--- config.mk ---
export PLATFORM = sky130hd
export DESIGN_NAME = lcfl_regs
export DESIGN_NICKNAME = d
export VERILOG_FILES = /design/src/logic/lcfl_pkg.sv /design/src/logic/lcfl_chan_if.sv /design/src/logic/lcfl_channel.sv /design/src/logic/lcfl_regs.sv
export SDC_FILE = /design/constraint.sdc
export NUM_CORES = 1
export LEC_CHECK = 0
export ABC_AREA = 1
export BUFFER_PORTS_ARGS = -buffer_cell sky130_fd_sc_hd__buf_2
export CORE_UTILIZATION = 30
export CTS_BUF_LIST = sky130_fd_sc_hd__clkbuf_8
export DETAILED_ROUTE_END_ITERATION = 8
export PLACE_DENSITY = 0.52
export SYNTH_ARGS = -nofsm -noshare
export SYNTH_HDL_FRONTEND = slang
export SYNTH_SLANG_ARGS = --single-unit
--- constraint.sdc ---
create_clock -name i_clk -period 0.9 [get_ports i_clk]
set_input_delay 0.18 -clock i_clk [delete_from_list [all_inputs] [get_ports i_clk]]
set_output_delay 0.18 -clock i_clk [all_outputs]
set_load 0.02 [all_outputs]
--- src/logic/lcfl_pkg.sv ---
`default_nettype none

package lcfl_pkg;
    localparam int unsigned lcfl_channels = 2;
    localparam int unsigned lcfl_data_width = 8;
    // register select encoding on the access port: channel in bit 1, register in bit 0
    localparam logic [1:0] lcfl_addr_fault_ch0 = 2'h0;
    localparam logic [1:0] lcfl_addr_loop_ch0 = 2'h1;
    localparam logic [1:0] lcfl_addr_fault_ch1 = 2'h2;
    localparam logic [1:0] lcfl_addr_loop_ch1 = 2'h3;
    // fault register fields
    localparam int unsigned lcfl_fault_short_bit = 0;
    localparam int unsigned lcfl_fault_open_bit = 1;
    localparam int unsigned lcfl_fault_ov_bit = 2;
    localparam int unsigned lcfl_fault_mode_bit = 3;
    localparam int unsigned lcfl_fault_latch_bit = 4;
    localparam int unsigned lcfl_fault_oc_bit = 7;
    // loop-control register fields
    localparam int unsigned lcfl_loop_autocal_bit = 0;
    localparam int unsigned lcfl_loop_calstart_bit = 5;
    localparam int unsigned lcfl_loop_gate_bit = 7;
    // reset values
    localparam logic lcfl_latch_reset = 1'h0;
    localparam logic lcfl_autocal_reset = 1'h0;
    localparam logic lcfl_calstart_reset = 1'h0;
    localparam logic lcfl_gate_reset = 1'h0;
endpackage : lcfl_pkg

`default_nettype wire

--- src/logic/lcfl_chan_if.sv ---
`default_nettype none

// per-channel access strobes and register images between top and channel
interface lcfl_chan_if;
    logic rd_fault;
    logic wr_fault;
    logic wr_loop;
    logic [7:0] wdata;
    logic [7:0] fault_image;
    logic [7:0] loop_image;
    modport top (output rd_fault, output wr_fault, output wr_loop, output wdata,
        input fault_image, input loop_image);
    modport chan (input rd_fault, input wr_fault, input wr_loop, input wdata,
        output fault_image, output loop_image);
endinterface : lcfl_chan_if

`default_nettype wire

--- src/logic/lcfl_channel.sv ---
`default_nettype none

// one channel: fault flags, latch-off, loop control, gate and calibration
module lcfl_channel
(
    input wire logic i_clk,
    input wire logic i_resetn,
    lcfl_chan_if.chan bus,
    input wire logic i_short_event,
    input wire logic i_open_event,
    input wire logic i_ov_event,
    input wire logic i_oc_event,
    input wire logic i_boost_mode,
    input wire logic i_dimming_input_pin,
    input wire logic i_clear_latch_command,
    output logic o_gate_enable,
    output logic o_auto_calibration_select,
    output logic o_calibration_start
);
    logic shorted_load_flag;
    logic open_load_flag;
    logic overvoltage_flag;
    logic overcurrent_flag;
    logic overvoltage_latch_off_enable;
    logic auto_calibration_select;
    logic gate_reg;
    logic ov_latched;
    logic calibration_start;

    ////////////////////////////////////////////////////////////////
    // next values; a new event wins over the read clear
    wire logic next_short = i_short_event | (shorted_load_flag & ~bus.rd_fault);
    wire logic next_open = i_open_event | (open_load_flag & ~bus.rd_fault);
    wire logic next_oc = i_oc_event | (overcurrent_flag & ~bus.rd_fault);
    // with latch-off the flag ignores reads and waits for clear-latch
    wire logic ov_hold = overvoltage_latch_off_enable ? ~i_clear_latch_command : ~bus.rd_fault;
    wire logic next_ov = i_ov_event | (overvoltage_flag & ov_hold);
    wire logic next_latched = overvoltage_latch_off_enable
        & (i_ov_event | (ov_latched & ~i_clear_latch_command));
    wire logic wr_latch = bus.wdata[lcfl_pkg::lcfl_fault_latch_bit];
    wire logic wr_autocal = bus.wdata[lcfl_pkg::lcfl_loop_autocal_bit];
    wire logic wr_start = bus.wdata[lcfl_pkg::lcfl_loop_calstart_bit];
    wire logic wr_gate = bus.wdata[lcfl_pkg::lcfl_loop_gate_bit];
    // the start is honoured only when the same write selects the auto source
    wire logic start_ok = bus.wr_loop & wr_start & wr_autocal;
    // gate drive; an overvoltage event or latch blocks it; restart is automatic without latch-off, after clear-latch with it
    wire logic next_gate_en = (gate_reg | i_dimming_input_pin) & ~next_latched
        & ~i_ov_event;

    ////////////////////////////////////////////////////////////////
    // fault flags
    always_ff @(posedge i_clk or negedge i_resetn)
    begin
        if (!i_resetn)
        begin
            shorted_load_flag <= 1'h0;
            open_load_flag <= 1'h0;
            overvoltage_flag <= 1'h0;
            overcurrent_flag <= 1'h0;
            ov_latched <= 1'h0;
        end
        else
        begin
            shorted_load_flag <= next_short;
            open_load_flag <= next_open;
            overvoltage_flag <= next_ov;
            overcurrent_flag <= next_oc;
            ov_latched <= next_latched;
        end
    end

    // writable control bits
    always_ff @(posedge i_clk or negedge i_resetn)
    begin
        if (!i_resetn)
        begin
            overvoltage_latch_off_enable <= lcfl_pkg::lcfl_latch_reset;
            auto_calibration_select <= lcfl_pkg::lcfl_autocal_reset;
            gate_reg <= lcfl_pkg::lcfl_gate_reset;
        end
        else
        begin
            if (bus.wr_fault)
                overvoltage_latch_off_enable <= wr_latch;
            if (bus.wr_loop)
            begin
                auto_calibration_select <= wr_autocal;
                gate_reg <= wr_gate;
            end
        end
    end

    // start bit is a one-cycle pulse, hence it reads back as 0 after one clock
    always_ff @(posedge i_clk or negedge i_resetn)
    begin
        if (!i_resetn)
            calibration_start <= lcfl_pkg::lcfl_calstart_reset;
        else
            calibration_start <= start_ok;
    end

    // outputs from flops
    always_ff @(posedge i_clk or negedge i_resetn)
    begin
        if (!i_resetn)
            o_gate_enable <= 1'h0;
        else
            o_gate_enable <= next_gate_en;
    end

    assign o_auto_calibration_select = auto_calibration_select;
    assign o_calibration_start = calibration_start;

    ////////////////////////////////////////////////////////////////
    // register images; unlisted bits read zero
    always_comb
    begin
        bus.fault_image = 8'h00;
        bus.fault_image[lcfl_pkg::lcfl_fault_short_bit] = shorted_load_flag;
        bus.fault_image[lcfl_pkg::lcfl_fault_open_bit] = open_load_flag;
        bus.fault_image[lcfl_pkg::lcfl_fault_ov_bit] = overvoltage_flag;
        bus.fault_image[lcfl_pkg::lcfl_fault_mode_bit] = i_boost_mode;
        bus.fault_image[lcfl_pkg::lcfl_fault_latch_bit] = overvoltage_latch_off_enable;
        bus.fault_image[lcfl_pkg::lcfl_fault_oc_bit] = overcurrent_flag;
        bus.loop_image = 8'h00;
        bus.loop_image[lcfl_pkg::lcfl_loop_autocal_bit] = auto_calibration_select;
        bus.loop_image[lcfl_pkg::lcfl_loop_calstart_bit] = calibration_start;
        bus.loop_image[lcfl_pkg::lcfl_loop_gate_bit] = gate_reg;
    end
endmodule : lcfl_channel

`default_nettype wire

--- src/logic/lcfl_regs.sv ---
`default_nettype none

// two-channel fault and loop-control register bank behind a simple access port
module lcfl_regs
(
    input wire logic i_clk,
    input wire logic i_resetn,
    input wire logic i_rd,
    input wire logic i_wr,
    input wire logic [1:0] i_addr,
    input wire logic [7:0] i_wdata,
    output logic [7:0] o_rdata,
    output logic o_rvalid,
    input wire logic [1:0] i_short_event,
    input wire logic [1:0] i_open_event,
    input wire logic [1:0] i_ov_event,
    input wire logic [1:0] i_oc_event,
    input wire logic [1:0] i_boost_mode,
    input wire logic [1:0] i_dimming_input_pin,
    input wire logic i_clear_latch_command,
    output logic [1:0] o_gate_enable,
    output logic [1:0] o_auto_calibration_select,
    output logic [1:0] o_calibration_start
);
    lcfl_chan_if ch0 ();
    lcfl_chan_if ch1 ();

    ////////////////////////////////////////////////////////////////
    // address decode
    wire logic sel_f0 = (i_addr == lcfl_pkg::lcfl_addr_fault_ch0);
    wire logic sel_l0 = (i_addr == lcfl_pkg::lcfl_addr_loop_ch0);
    wire logic sel_f1 = (i_addr == lcfl_pkg::lcfl_addr_fault_ch1);
    wire logic sel_l1 = (i_addr == lcfl_pkg::lcfl_addr_loop_ch1);
    // a write wins if both strobes are high, so no read-clear then
    wire logic rd_ok = i_rd & ~i_wr;

    assign ch0.rd_fault = rd_ok & sel_f0;
    assign ch0.wr_fault = i_wr & sel_f0;
    assign ch0.wr_loop = i_wr & sel_l0;
    assign ch0.wdata = i_wdata;
    assign ch1.rd_fault = rd_ok & sel_f1;
    assign ch1.wr_fault = i_wr & sel_f1;
    assign ch1.wr_loop = i_wr & sel_l1;
    assign ch1.wdata = i_wdata;

    // read mux: image captured before the clear takes effect
    wire logic [7:0] rd_mux = sel_f0 ? ch0.fault_image
        : sel_l0 ? ch0.loop_image
        : sel_f1 ? ch1.fault_image
        : ch1.loop_image;

    ////////////////////////////////////////////////////////////////
    // channel instances
    lcfl_channel u_ch0
    (
        .i_clk(i_clk),
        .i_resetn(i_resetn),
        .bus(ch0.chan),
        .i_short_event(i_short_event[0]),
        .i_open_event(i_open_event[0]),
        .i_ov_event(i_ov_event[0]),
        .i_oc_event(i_oc_event[0]),
        .i_boost_mode(i_boost_mode[0]),
        .i_dimming_input_pin(i_dimming_input_pin[0]),
        .i_clear_latch_command(i_clear_latch_command),
        .o_gate_enable(o_gate_enable[0]),
        .o_auto_calibration_select(o_auto_calibration_select[0]),
        .o_calibration_start(o_calibration_start[0])
    );

    lcfl_channel u_ch1
    (
        .i_clk(i_clk),
        .i_resetn(i_resetn),
        .bus(ch1.chan),
        .i_short_event(i_short_event[1]),
        .i_open_event(i_open_event[1]),
        .i_ov_event(i_ov_event[1]),
        .i_oc_event(i_oc_event[1]),
        .i_boost_mode(i_boost_mode[1]),
        .i_dimming_input_pin(i_dimming_input_pin[1]),
        .i_clear_latch_command(i_clear_latch_command),
        .o_gate_enable(o_gate_enable[1]),
        .o_auto_calibration_select(o_auto_calibration_select[1]),
        .o_calibration_start(o_calibration_start[1])
    );

    ////////////////////////////////////////////////////////////////
    // registered read answer
    always_ff @(posedge i_clk or negedge i_resetn)
    begin
        if (!i_resetn)
        begin
            o_rdata <= 8'h00;
            o_rvalid <= 1'h0;
        end
        else
        begin
            o_rvalid <= rd_ok;
            if (rd_ok)
                o_rdata <= rd_mux;
        end
    end
endmodule : lcfl_regs

`default_nettype wire

==> results of run 1 <==
-- per-stage QoR --
| step | hold slack (ns) | total power [mW] | util (%) | cell area [sq um] |
|---|---|---|---|---|
| CTS | 0.09647 | 3.203 | 43.51 | 1778 |
| detailed placement | 0.1400 | 2.074 | 38.64 | 1579 |
| floorplan | -0.1156 | 1.852 | - | 1296 |
| finish | 0.09929 | 3.204 | 44.06 | 1800 |
| global placement | 0.1386 | 2.056 | 38.64 | 1579 |
| global route | 0.1067 | 3.369 | 44.06 | 1800 |
-- cells by family after synthesis --
| family | Yosys count | synth area share (%) |
|---|---|---|
| AO/OA/AOI/OAI | 22 | 10.04 |
| AND/OR/NAND/NOR | 62 | 23.46 |
| flip-flops | 28 | 54.05 |
| other | 1 | 0.2893 |
| buffers and inverters | 31 | 12.16 |
-- layout make-up --
| cell class | instances | share of cell area (%) |
|---|---|---|
| Tap cell | 50 | 3.475 |
| Sequential cell | 28 | 38.92 |
| Multi-Input combinational cell | 85 | 24.53 |
| Timing Repair Buffer | 55 | 24.53 |
| Inverter | 22 | 4.587 |
| Clock buffer | 3 | 2.293 |
| Clock inverter | 1 | 1.668 |
-- cell usage after synthesis (all sizes together) --
master  count  area (sq um)
nand2      39         166.4
dfrtp      28         700.7
inv        22         82.58
nand3      14         70.07
buf         9         75.07
nor2        9         67.57
o21ai       8         40.04
o21bai      6         45.04
a21oi       5         25.02
a31oi       2         12.51
conb        1         3.750
o21a        1         7.510
-- placed cells by master, fill, tap and decap left out, types with 3 or more instances in the layout --
cell type	instances
sky130_fd_sc_hd__buf_6	15
sky130_fd_sc_hd__buf_4	15
sky130_fd_sc_hd__a21oi_1	5
sky130_fd_sc_hd__nand2_1	35
sky130_fd_sc_hd__o21bai_1	6
sky130_fd_sc_hd__dfrtp_1	28
sky130_fd_sc_hd__inv_1	16
sky130_fd_sc_hd__clkbuf_8	3
sky130_fd_sc_hd__nand3_1	14
sky130_fd_sc_hd__o21ai_0	6
sky130_fd_sc_hd__nor2_1	5
sky130_fd_sc_hd__buf_2	22
sky130_fd_sc_hd__inv_2	6
-- final timing paths --
kind | startpoint | to | slack [ns]
worst max-delay path | u_ch0.o_auto_calibration_select | o_auto_calibration_select[0] | -0.10
worst min-delay path | i_short_event[1] | u_ch1.shorted_load_flag | 0.1
worst max register to register | u_ch0.o_auto_calibration_select | o_rdata[0] | 0
worst min register to register | u_ch0.overvoltage_flag | o_rdata[2] | 0.50
max in group asynchronous | i_resetn | u_ch1.overvoltage_latch_off_enable | 0.37
min in group asynchronous | i_resetn | u_ch1.open_load_flag | 0.38
-- metal layers --
metal | global-route usage [%] | share of wire (%) | wire length (um) | up-vias
met4 | 3.989 | 0.63 | 17 | 0
li1 | - | - | - | 542
met3 | 2.196 | 4.2 | 113 | 2
met1 | 15.95 | 47 | 1280 | 480
met5 | 0 | 0 | 0 | -
met2 | 23.64 | 48 | 1301 | 25
-- what timing repair did --
item                       4_1_cts  5_1_grt
setup buffers                    4        2
hold buffers                     1        0
setup endpoints to repair       14       16
hold endpoints to repair        28        0
pin swaps                        2        1
resized for setup               29        4
-- power groups by stage --
stage	Sequential, mW	Clock [mW]	Combinational, mW
after CTS	1.49	1.00	0.715
after global routing	1.50	1.06	0.809
after floorplan	1.54	0	0.313
after global placement	1.49	0	0.564
after detailed placement	1.50	0	0.578
final	1.48	0.986	0.734
==> reports/results.txt, run 1 <==
The flow ran to the end, but the final reports show violations. The checks that failed: negative setup slack. Top register by number of flip-flops: o_rdata. The cell count along the critical path was 1. Once detailed placement completed, the half-perimeter wirelength came to 2084 um. The tools report the final setup slack of the worst path as -0.1014 ns.

The nature of the critical path startpoint is a flop. TritonCTS created 3 clock buffers. The min-delay analysis places its worst path in the category in -> reg.

The smallest clock period supported by the final layout is computed as 1.001 ns. The count of final hold-check violations was 0. Maximum cell stage delay along the critical path: 0.41 ns. During synthesis, Yosys emitted a total of 0 warnings. The count of antenna-violating nets left after detailed routing was 0. The slowest stage of the critical path is the sky130_fd_sc_hd__dfrtp_1 cell. Of the total power, registers draw 46.3%. The setup TNS after final layout was -1.149 ns.

The floorplan has 23 rows. Share of cells above drive strength 1: 37.63%. The register area share after synthesis was 54.05%; the maximum clock path buffer count was 2. The tools report the remaining routing DRC violations as 0. After detailed routing, the number of vias per cell comes to 4.299. Post-place setup slack: -0.07924 ns.

Root buffer cell: sky130_fd_sc_hd__clkbuf_8. For the detailed router's first-iteration violation count, the log shows 47. After synthesis, the netlist uses 19 different library cells.

The switching share of power works out to 26.43%. Clock-pin slew was measured on the worst setup and hold paths at 0.10 ns. Setup repair after global routing could not meet its margin everywhere. The later pin in the worst-skew pair is clocked with a latency of 0.27 ns. The tools report the number of global-route vias before repair as 1073.

After detailed placement, the design holds a cell count of 233. The total grt overflow was 0; the maximum vdd ir drop was 584.9 uV. The required arrival time at the worst endpoint is 0.72 ns, and the worst reg-to-reg path cell count is 5.

The overall track demand over capacity in global routing was 13.21%. The logs give 2712 um for the total wire length after detailed routing and 1049 for the total via count after detailed routing. The number of fill cells was 436; the horizontal extent of the die was 67.73 um. In this run the count of I/O pins placed on the die edge is 42.

Across the run, the number of max-cap violations was 0. The region available for standard cell placement spans 0.004086 sq mm. Final period utilization: 111.3%. Setup violations remaining at the end of the flow were counted as 15.

At the end of the flow, the number of nets in the layout was 222. Once the floorplan was initialized, standard cells occupied 31.72% of the core. The run gives 0 as the number of antenna violations at the first check in global routing. The register bit count reported by yosys came out at 28. The floorplan die area came out at 0.004587 sq mm. The flip-flop count of the largest register, all copies and words added works out to 7. STA classifies the critical path endpoint as an output port. The worst hold path was traced through 2 stages.

The sum of buffers and inverters on the critical path was 1; the clock network fraction of total power was 30.8%. Walking the worst path, the cells encountered are buf_6. The multi-input combinational cells in the finished layout cover a total of 441.7 sq um. 0 antenna diodes ended up in the layout.

Entering global routing, the biggest net connects 29 pins. The achievable frequency came out at 0.9986 GHz. The vertical extent of the die works out to 67.73 um. The leakage power is 0.9900 nW. The cell area after technology mapping was 0.001296 sq mm; the average footprint of a synthesized cell was 9.002 sq um. Dividing the detail-routed wire length by the instance count gives 11.11 um. Internal power comes to 2.357 mW. Summed over all nets, the switching power comes to 0.8468 mW.

When the netlist entered floorplanning its net count stood at 171. TritonCTS built the clock tree. The logs give 0.002223 ns for the post-route clock skew and 1 for the CTS H-tree depth. The tools report the total count of max-transition violations in the final report as 0.

The number of cells produced by synthesis was 144; the number of port buffers was 36. Non-filler instance count after layout: 244. The biggest fanout along the worst timing path is 2. Kind of cell adding the most delay to the critical path: flip-flops. Summing all flip-flop and latch instances after layout gives 700.7 sq um. Relative to the synthesized area, the layout overhead comes to 38.90%.

Counting every sink on the clock net gives 28. The tools report the wire length of the first global-routing pass as 4505 um. The total power per unit cell area was 1779 mW/mm^2; the endpoint arrival time on the critical path was 0.82 ns.

The critical path is of the reg -> out type. For the logic gate share of total power, the log shows 22.9%. The logs give 0.7334 for the routability-driven placement congestion ratio and 4 for the first-pass iteration count of the detailed router.
(Power assumes the default switching activity.)
==> run 2, diff against run 1 <==
--- a/config.mk
+++ b/config.mk
@@ -11,6 +11,7 @@
 export CTS_BUF_LIST = sky130_fd_sc_hd__clkbuf_8
 export DETAILED_ROUTE_END_ITERATION = 8
 export PLACE_DENSITY = 0.52
+export REMOVE_ABC_BUFFERS = 1
 export SYNTH_ARGS = -nofsm -noshare
 export SYNTH_HDL_FRONTEND = slang
 export SYNTH_SLANG_ARGS = --single-unit
==> run 2 against run 1 <==
  * The run still ends with negative setup slack left
  * Wire length up 6.5%
  * Clock skew hardly changed
  * Worst hold slack got worse by 0.0048 ns
  * Setup slack got worse by 0.015 ns
  * Non-clock buffer count is 6 higher
  * Total power is 2.8% higher
  * Largest power group unchanged
==> reports/results.txt, run 2 (synthesis results as in run 1) <==
The tools report the post-route cell area as 0.001858 sq mm (was 0.001800 sq mm). For the total grt overflow, the log shows 0 (unchanged). The maximum vdd ir drop is 910.1 uV (was 584.9 uV). The final period demand of the worst path was 1.017 ns (was 1.001 ns). The logic gate share of total power was 24.4% (was 22.9%); the switching share of power was 27.10% (was 26.43%). Root buffer cell: sky130_fd_sc_hd__clkbuf_8 (unchanged).

The number of top-level pins was 42 (unchanged). The endpoint arrival time on the critical path was 0.84 ns (was 0.82 ns). The clock slew at the register clock pins of the worst setup and hold paths is 0.10 ns (about the same). Biggest fanout along the worst timing path: 3 (was 2). Mean number of vias per cell: 4.372 (was 4.299). Endpoint type of the worst setup path: an output port (unchanged). The achievable frequency was 0.9837 GHz (was 0.9986 GHz); the maximum clock path buffer count was 2 (unchanged).

The number of fill cells came out at 414 (was 436). Commonest cells after routing, fill and taps aside: sky130_fd_sc_hd__nand2_1, sky130_fd_sc_hd__dfrtp_1, sky130_fd_sc_hd__buf_2, sky130_fd_sc_hd__buf_4, sky130_fd_sc_hd__buf_6 (was sky130_fd_sc_hd__nand2_1, sky130_fd_sc_hd__dfrtp_1, sky130_fd_sc_hd__buf_2). The logs give 0.004587 sq mm (unchanged) for the floorplan die area and 31.72% (unchanged) for the initial standard-cell utilization of the core. The number of clock sinks is 28 (unchanged). The switching power is 0.8923 mW (was 0.8468 mW), and the clock network fraction of total power is 30.5% (was 30.8%).

The tools report the wire length of the first global-routing pass as 4609 um (was 4505 um). The logs give 0.8296 (was 0.7334) for the routability-driven placement congestion ratio and 45.1% (was 46.3%) for the sequential power share. The sum of buffers and inverters on the critical path was 1 (unchanged).

The horizontal extent of the die came out at 67.73 um (unchanged). Most common cell after layout, fill and taps aside: sky130_fd_sc_hd__nand2_1 (unchanged). Setup repair after global routing could not meet its margin everywhere. The tools report the number of maximum-capacitance violations as 0 (unchanged).

The total number of placement rows came out at 23 (unchanged). The run finished, with violations left. The number of buffers inserted during clock tree synthesis is 3 (unchanged). Failing checks: negative setup slack (unchanged).

The tools report the remaining routing DRC violations as 0 (unchanged). The total wire length after detailed routing came out at 2888 um (was 2712 um). The area occupied by registers was 700.7 sq um (unchanged); the detailed router's first-iteration violation count was 33 (was 47).

Cell type of the slowest stage on the worst timing path: sky130_fd_sc_hd__dfrtp_1 (unchanged). The tools report the first-pass iteration count of the detailed router as 4 (unchanged). The maximum cell stage delay along the critical path works out to 0.42 ns (was 0.41 ns).

The flip-flop count of the largest register, all copies and words added works out to 7 (unchanged). TritonCTS built the clock tree. The count of antenna-violating nets left after detailed routing is 0 (unchanged).

Ordered cell list for the critical path: buf_6 (unchanged). The core box area came out at 0.004086 sq mm (unchanged). The kind of cell adding the most delay to the critical path is flip-flops (unchanged). The count of endpoints failing setup in the final report was 14 (was 15); the number of placed cells counting well taps was 232 (was 233). The leakage power is 1.016 nW (was 0.9900 nW). The cell area after placement was 0.001559 sq mm (was 0.001579 sq mm); the number of antenna violations at the first check in global routing was 0 (unchanged). Overall track demand over capacity in global routing: 13.86% (was 13.21%).

For the CTS H-tree depth, the log shows 1 (unchanged). The number of global-route vias before repair is 1044 (was 1073), and the area occupied by multi-input gates is 466.7 sq um (was 441.7 sq um). The logs give 1093 (was 1049) for the total via count after detailed routing and 0.72 ns (about the same) for the required arrival time at the worst endpoint.

The number of port buffers is 36 (unchanged). The wire length per cell after detailed routing is 11.55 um (was 11.11 um), and the vertical extent of the die is 67.73 um (unchanged). The HPWL after detailed placement was 2011 um (was 2084 um); the internal cell power was 2.400 mW (was 2.357 mW). The number of antenna repair diodes is 0 (unchanged).

The final period utilization was 113.0% (was 111.3%); the share of cells above drive strength 1 was 44.50% (was 37.63%). The total power per unit cell area was 1772 mW/mm^2 (was 1779 mW/mm^2). Synthesis-to-layout area growth: 43.34% (was 38.90%). The count of final hold-check violations was 0 (unchanged); the total count of max-transition violations in the final report was 0 (unchanged). The nature of the critical path startpoint was a flop (unchanged). Startpoint-to-endpoint class of the critical path: reg -> out (unchanged). The top register by number of flip-flops is o_rdata (unchanged).

Type of the tightest min-delay check: in -> reg (unchanged). For the non-filler instance count after layout, the log shows 250 (was 244). The final setup slack of the worst path is -0.1166 ns (was -0.1014 ns), and the post-route clock skew is 0.002461 ns (was 0.002223 ns). The final-stage net count was 228 (was 222); the largest net degree at the start of global routing was 29 (unchanged). The clock network latency to the later pin of the worst-skew pair is 0.28 ns (was 0.27 ns).
[run 2: changes by cell type in the layout (fill, tap and decap cells not counted), moves of 2 or more]
cell / change
sky130_fd_sc_hd__buf_4: +7
sky130_fd_sc_hd__nand3_1: -3
sky130_fd_sc_hd__inv_1: -3
sky130_fd_sc_hd__inv_2: +3
sky130_fd_sc_hd__nand2_1: -3
sky130_fd_sc_hd__o21ai_1: +2
sky130_fd_sc_hd__nand2_2: +3
sky130_fd_sc_hd__nand3_2: +3
[run 2: power groups by stage]
stage	logic, mW	registers [mW]	clock network [mW]
after global routing	0.885	1.50	1.07
after global placement	0.563	1.49	0
after detailed placement	0.572	1.49	0
after CTS	0.732	1.48	1.02
final	0.803	1.49	1.00
after floorplan	0.220	1.57	0
[run 2: final timing paths]
kind,startpoint,to,slack (ns),cells after the start
worst min register to register,u_ch0.open_load_flag,o_rdata[1],0.49,2
worst max-delay path,u_ch0.o_auto_calibration_select,o_auto_calibration_select[0],-0.12,1
worst min-delay path,i_oc_event[1],u_ch1.overcurrent_flag,0.09,2
min in group asynchronous,i_resetn,u_ch0.shorted_load_flag,0.37,3
max in group asynchronous,i_resetn,u_ch1.gate_reg,0.37,3
worst max register to register,u_ch0.gate_reg,o_rdata[7],0.02,4
[run 2: worst register-to-register path, delay by kind of cell (launching register included)]
| family | cells | cell delay [ns] |
|---|---|---|
| AO/OA/AOI/OAI | 1 | 0.20 |
| AND/OR/NAND/NOR | 3 | 0.18 |
| flip-flops | 1 | 0.40 |
[run 2: what timing repair did]
action                     CTS  global route
gates resized for setup     28            16
hold buffers                 1             0
pin swaps                    0             5
setup endpoints to repair   15            17
hold endpoints to repair    28             0
setup buffers                7             6
[run 2: cell type report]
type / count / area share (%)
repair buffers: 61 / 25.52
clock inverters: 1 / 1.616
flip-flops and latches: 28 / 37.71
inverters: 22 / 4.444
clock buffers: 3 / 2.222
multi-input cells: 85 / 25.12
well taps: 50 / 3.367
[run 2: layer usage]
| metal | track usage, % | vias to the layer above | share of wire [%] |
|---|---|---|---|
| li1 | - | 556 | - |
| met4 | 8.245 | 0 | 1.9 |
| met2 | 22.15 | 21 | 50 |
| met3 | 1.689 | 5 | 3.4 |
| met1 | 17.75 | 511 | 44 |
| met5 | 0 | - | 0 |
[run 2: metrics by stage]
stage                     setup WS [ns]  util [%]  setup TNS, ns  hold WS (ns)  total power [mW]
final                           -0.1166     45.47         -1.333       0.09445             3.292
after global routing            -0.1431     45.47         -1.791       0.09160             3.454
after CTS                       -0.1224     43.57         -1.386       0.08908             3.237
after detailed placement        -0.1329     38.15        -0.6716        0.1395             2.067
after global placement         -0.09448     38.15        -0.3803        0.1363             2.057
after floorplan                 0.02932         -              0       -0.1156             1.795
==> run 3, diff against run 2 <==
--- a/config.mk
+++ b/config.mk
@@ -7,10 +7,10 @@
 export LEC_CHECK = 0
 export ABC_AREA = 1
 export BUFFER_PORTS_ARGS = -buffer_cell sky130_fd_sc_hd__buf_2
-export CORE_UTILIZATION = 30
+export CORE_UTILIZATION = 25
 export CTS_BUF_LIST = sky130_fd_sc_hd__clkbuf_8
 export DETAILED_ROUTE_END_ITERATION = 8
-export PLACE_DENSITY = 0.52
+export PLACE_DENSITY = 0.45
 export REMOVE_ABC_BUFFERS = 1
 export SYNTH_ARGS = -nofsm -noshare
 export SYNTH_HDL_FRONTEND = slang
==> constraint.sdc (replaced) <==
create_clock -name i_clk -period 1.2 [get_ports i_clk]
set_input_delay 0.24 -clock i_clk [delete_from_list [all_inputs] [get_ports i_clk]]
set_output_delay 0.24 -clock i_clk [all_outputs]
set_load 0.02 [all_outputs]
==> run 3 against run 2 <==
  * The flow now finishes without violations
  * Combinational power shrank 49%
  * Total power down 39%
  * Sequential share of layout area increased by 5.9 points
  * Clock skew hardly changed
  * First-iteration DRC count fell by 21%
  * Utilization is 12 points lower
  * Via count shrank 7.4%
  * Critical path type unchanged
  * Critical endpoint is now o_rdata[4]
  * Highest routed layer unchanged
==> reports/results.txt, run 3 (synthesis results as in run 1) <==
The run gives 16 (was 29) as the largest net degree at the start of global routing. The leakage power came out at 0.8971 nW (was 1.016 nW). The synthesis-to-layout area growth is 23.94% (was 43.34%). The startpoint-to-endpoint class of the critical path was reg -> out (unchanged). For the total number of placement rows, the log shows 25 (was 23). The biggest fanout along the worst timing path works out to 2 (was 3). The top register by number of flip-flops is o_rdata (unchanged). The logs give 4429 um (was 4609 um) for the wire length of the first global-routing pass and 2639 um (was 2888 um) for the total wire length after detailed routing.

The run gives 0 (unchanged) as the count of antenna-violating nets left after detailed routing. The initial standard-cell utilization of the core came out at 26.74% (was 31.72%). The total power per unit cell area is 1258 mW/mm^2 (was 1772 mW/mm^2), and the clock network latency to the later pin of the worst-skew pair is 0.27 ns (was 0.28 ns).

The tools report the count of endpoints failing setup in the final report as 0 (was 14). The maximum vdd ir drop is 474.0 uV (was 910.1 uV), and the HPWL after detailed placement is 2132 um (was 2011 um). The tools report the number of buffers inserted during clock tree synthesis as 3 (unchanged).

TritonCTS built the clock tree. The kind of cell adding the most delay to the critical path is flip-flops (unchanged). Switching power: 0.5918 mW (was 0.8923 mW). The flow ran to the end, and the final reports show no timing, DRC or antenna violations. The cell type of the slowest stage on the worst timing path is sky130_fd_sc_hd__dfrtp_1 (unchanged). The logs give 0 (unchanged) for the total count of max-transition violations in the final report and 0 (unchanged) for the number of antenna violations at the first check in global routing. The switching share of power came out at 29.29% (was 27.10%).

The final period demand of the worst path is 1.071 ns. The endpoint type of the worst setup path was an output port (unchanged). The run gives 2 (unchanged) as the maximum clock path buffer count.

Core box area: 0.004848 sq mm (was 0.004086 sq mm). The type of the tightest min-delay check is in -> reg (unchanged). The remaining routing DRC violations was 0 (unchanged). Total setup buffers inserted after CTS: 0 (was 7). The share of the core filled with cells in the final layout is 33.14% (was 45.47%), and the endpoint arrival time on the critical path is 0.83 ns (was 0.84 ns). The register-to-register setup slack is 0.32 ns (was 0.02 ns). The number of top-level pins was 42 (unchanged). For the first-pass iteration count of the detailed router, the log shows 4 (unchanged). The setup TNS after final layout is 0 ns (was -1.333 ns), and the wire length per cell after detailed routing is 10.64 um (was 11.55 um). The nature of the critical path startpoint was a flop (unchanged). The share of cells above drive strength 1 was 32.04% (was 44.50%). The required arrival time at the worst endpoint was 0.96 ns (was 0.72 ns); the maximum cell stage delay along the critical path was 0.39 ns (was 0.42 ns).

The vertical extent of the die was 74.01 um (was 67.73 um). The sum of buffers and inverters on the critical path was 1 (unchanged); the overall track demand over capacity in global routing was 10.83% (was 13.86%). The sequential power share is 54.5% (was 45.1%). The number of antenna repair diodes was 0 (unchanged).

The final period utilization was 89.21%; the number of port buffers was 36 (unchanged). Detailed router's first-iteration violation count: 26 (was 33). The final-stage net count is 210 (was 228), and the achievable frequency is 0.9341 GHz. Clock network fraction of total power: 25.1% (was 30.5%). Setup repair after global routing left no endpoint under its margin.

CTS H-tree depth: 1 (unchanged). The tools report the logic gate share of total power as 20.5% (was 24.4%). The number of clock sinks is 28 (unchanged), and the routability-driven placement congestion ratio is 0.7950 (was 0.8296). Commonest cells after routing, fill and taps aside: sky130_fd_sc_hd__buf_2, sky130_fd_sc_hd__nand2_1, sky130_fd_sc_hd__dfrtp_1 (was sky130_fd_sc_hd__nand2_1, sky130_fd_sc_hd__dfrtp_1, sky130_fd_sc_hd__buf_2, sky130_fd_sc_hd__buf_4, sky130_fd_sc_hd__buf_6).

The total grt overflow came out at 0 (unchanged). The flip-flop count of the largest register, all copies and words added was 7 (unchanged). The horizontal extent of the die came out at 74.01 um (was 67.73 um). The tools report the internal cell power as 1.429 mW (was 2.400 mW). The mean number of vias per cell works out to 4.081 (was 4.372). Final setup slack of the worst path: 0.1294 ns (was -0.1166 ns). The run gives 961 (was 1044) as the number of global-route vias before repair. The logs give 1012 (was 1093) for the total via count after detailed routing and 0.001555 sq mm (was 0.001559 sq mm) for the cell area after placement. The tools report the floorplan die area as 0.005477 sq mm (was 0.004587 sq mm). The most common cell after layout, fill and taps aside is sky130_fd_sc_hd__buf_2 (was sky130_fd_sc_hd__nand2_1). The count of final hold-check violations was 0 (unchanged). The logs give 0 (unchanged) for the number of maximum-capacitance violations and 0.1213 ns (was -0.1329 ns) for the post-place setup slack. The final-layout worst hold slack came out at 0.1594 ns (was 0.09445 ns). Ordered cell list for the critical path: buf_2 (was buf_6). Root buffer cell: sky130_fd_sc_hd__clkbuf_8 (unchanged). The clock slew at the register clock pins of the worst setup and hold paths works out to 0.09 ns (was 0.10 ns). The post-route cell area is 0.001607 sq mm (was 0.001858 sq mm), and the post-route clock skew is 0.002879 ns (was 0.002461 ns).
run 3: changes by cell type in the layout (fill, tap and decap cells not counted), moves of 4 or more:
cell                    change
sky130_fd_sc_hd__buf_2     +14
sky130_fd_sc_hd__inv_1      +4
sky130_fd_sc_hd__buf_6     -15
sky130_fd_sc_hd__buf_4     -18
sky130_fd_sc_hd__inv_2      -4
run 3: worst paths after layout:
kind	start	to	depth (start not counted)
setup / recovery	o_rdata[4]	o_rdata[4]	1
hold / removal	i_short_event[1]	u_ch1.shorted_load_flag	2
setup reg to reg	u_ch0.gate_reg	o_rdata[7]	4
hold reg to reg	o_rdata[0]	o_rdata[0]	2
max in group asynchronous	i_resetn	u_ch1.o_auto_calibration_select	3
min in group asynchronous	i_resetn	o_rdata[3]	2
run 3: timing repair:
action / 4_1_cts / 5_1_grt
endpoints found under the setup margin: 0 / 0
resized for setup: 0 / 0
hold endpoints to repair: 13 / 0
hold buffers: 1 / 0
run 3: cell type report:
cell class | count | area [sq um]
Tap cell | 67 | 83.83
Fill cell | 524 | 3242
Clock buffer | 3 | 41.29
Timing Repair Buffer | 43 | 260.3
Sequential cell | 28 | 700.7
Inverter | 22 | 82.58
Multi-Input combinational cell | 85 | 437.9
run 3: power groups by stage:
stage               Clock, mW  Sequential [mW]  Combinational, mW
floorplan                   0             1.18              0.165
global placement            0             1.12              0.415
detailed placement          0             1.12              0.420
CTS                     0.535             1.10              0.424
global route            0.565             1.11              0.470
finish                  0.506             1.10              0.413
run 3: stage by stage:
stage | std cells | total power, mW
6_report | 248 | 2.020
5_1_grt | 248 | 2.151
4_1_cts | 248 | 2.061
3_5_place_dp | 244 | 1.540
3_3_place_gp | 244 | 1.535
2_1_floorplan | 135 | 1.347
run 3: per-layer routing:
layer / track usage [%] / up-vias / wire length [um] / share of wire [%]
met2: 16.16 / 27 / 1132 / 43
met4: 5.128 / 0 / 51 / 1.9
li1: - / 522 / - / -
met5: 0 / - / 0 / 0
met1: 14.73 / 458 / 1290 / 49
met3: 2.710 / 5 / 164 / 6.2
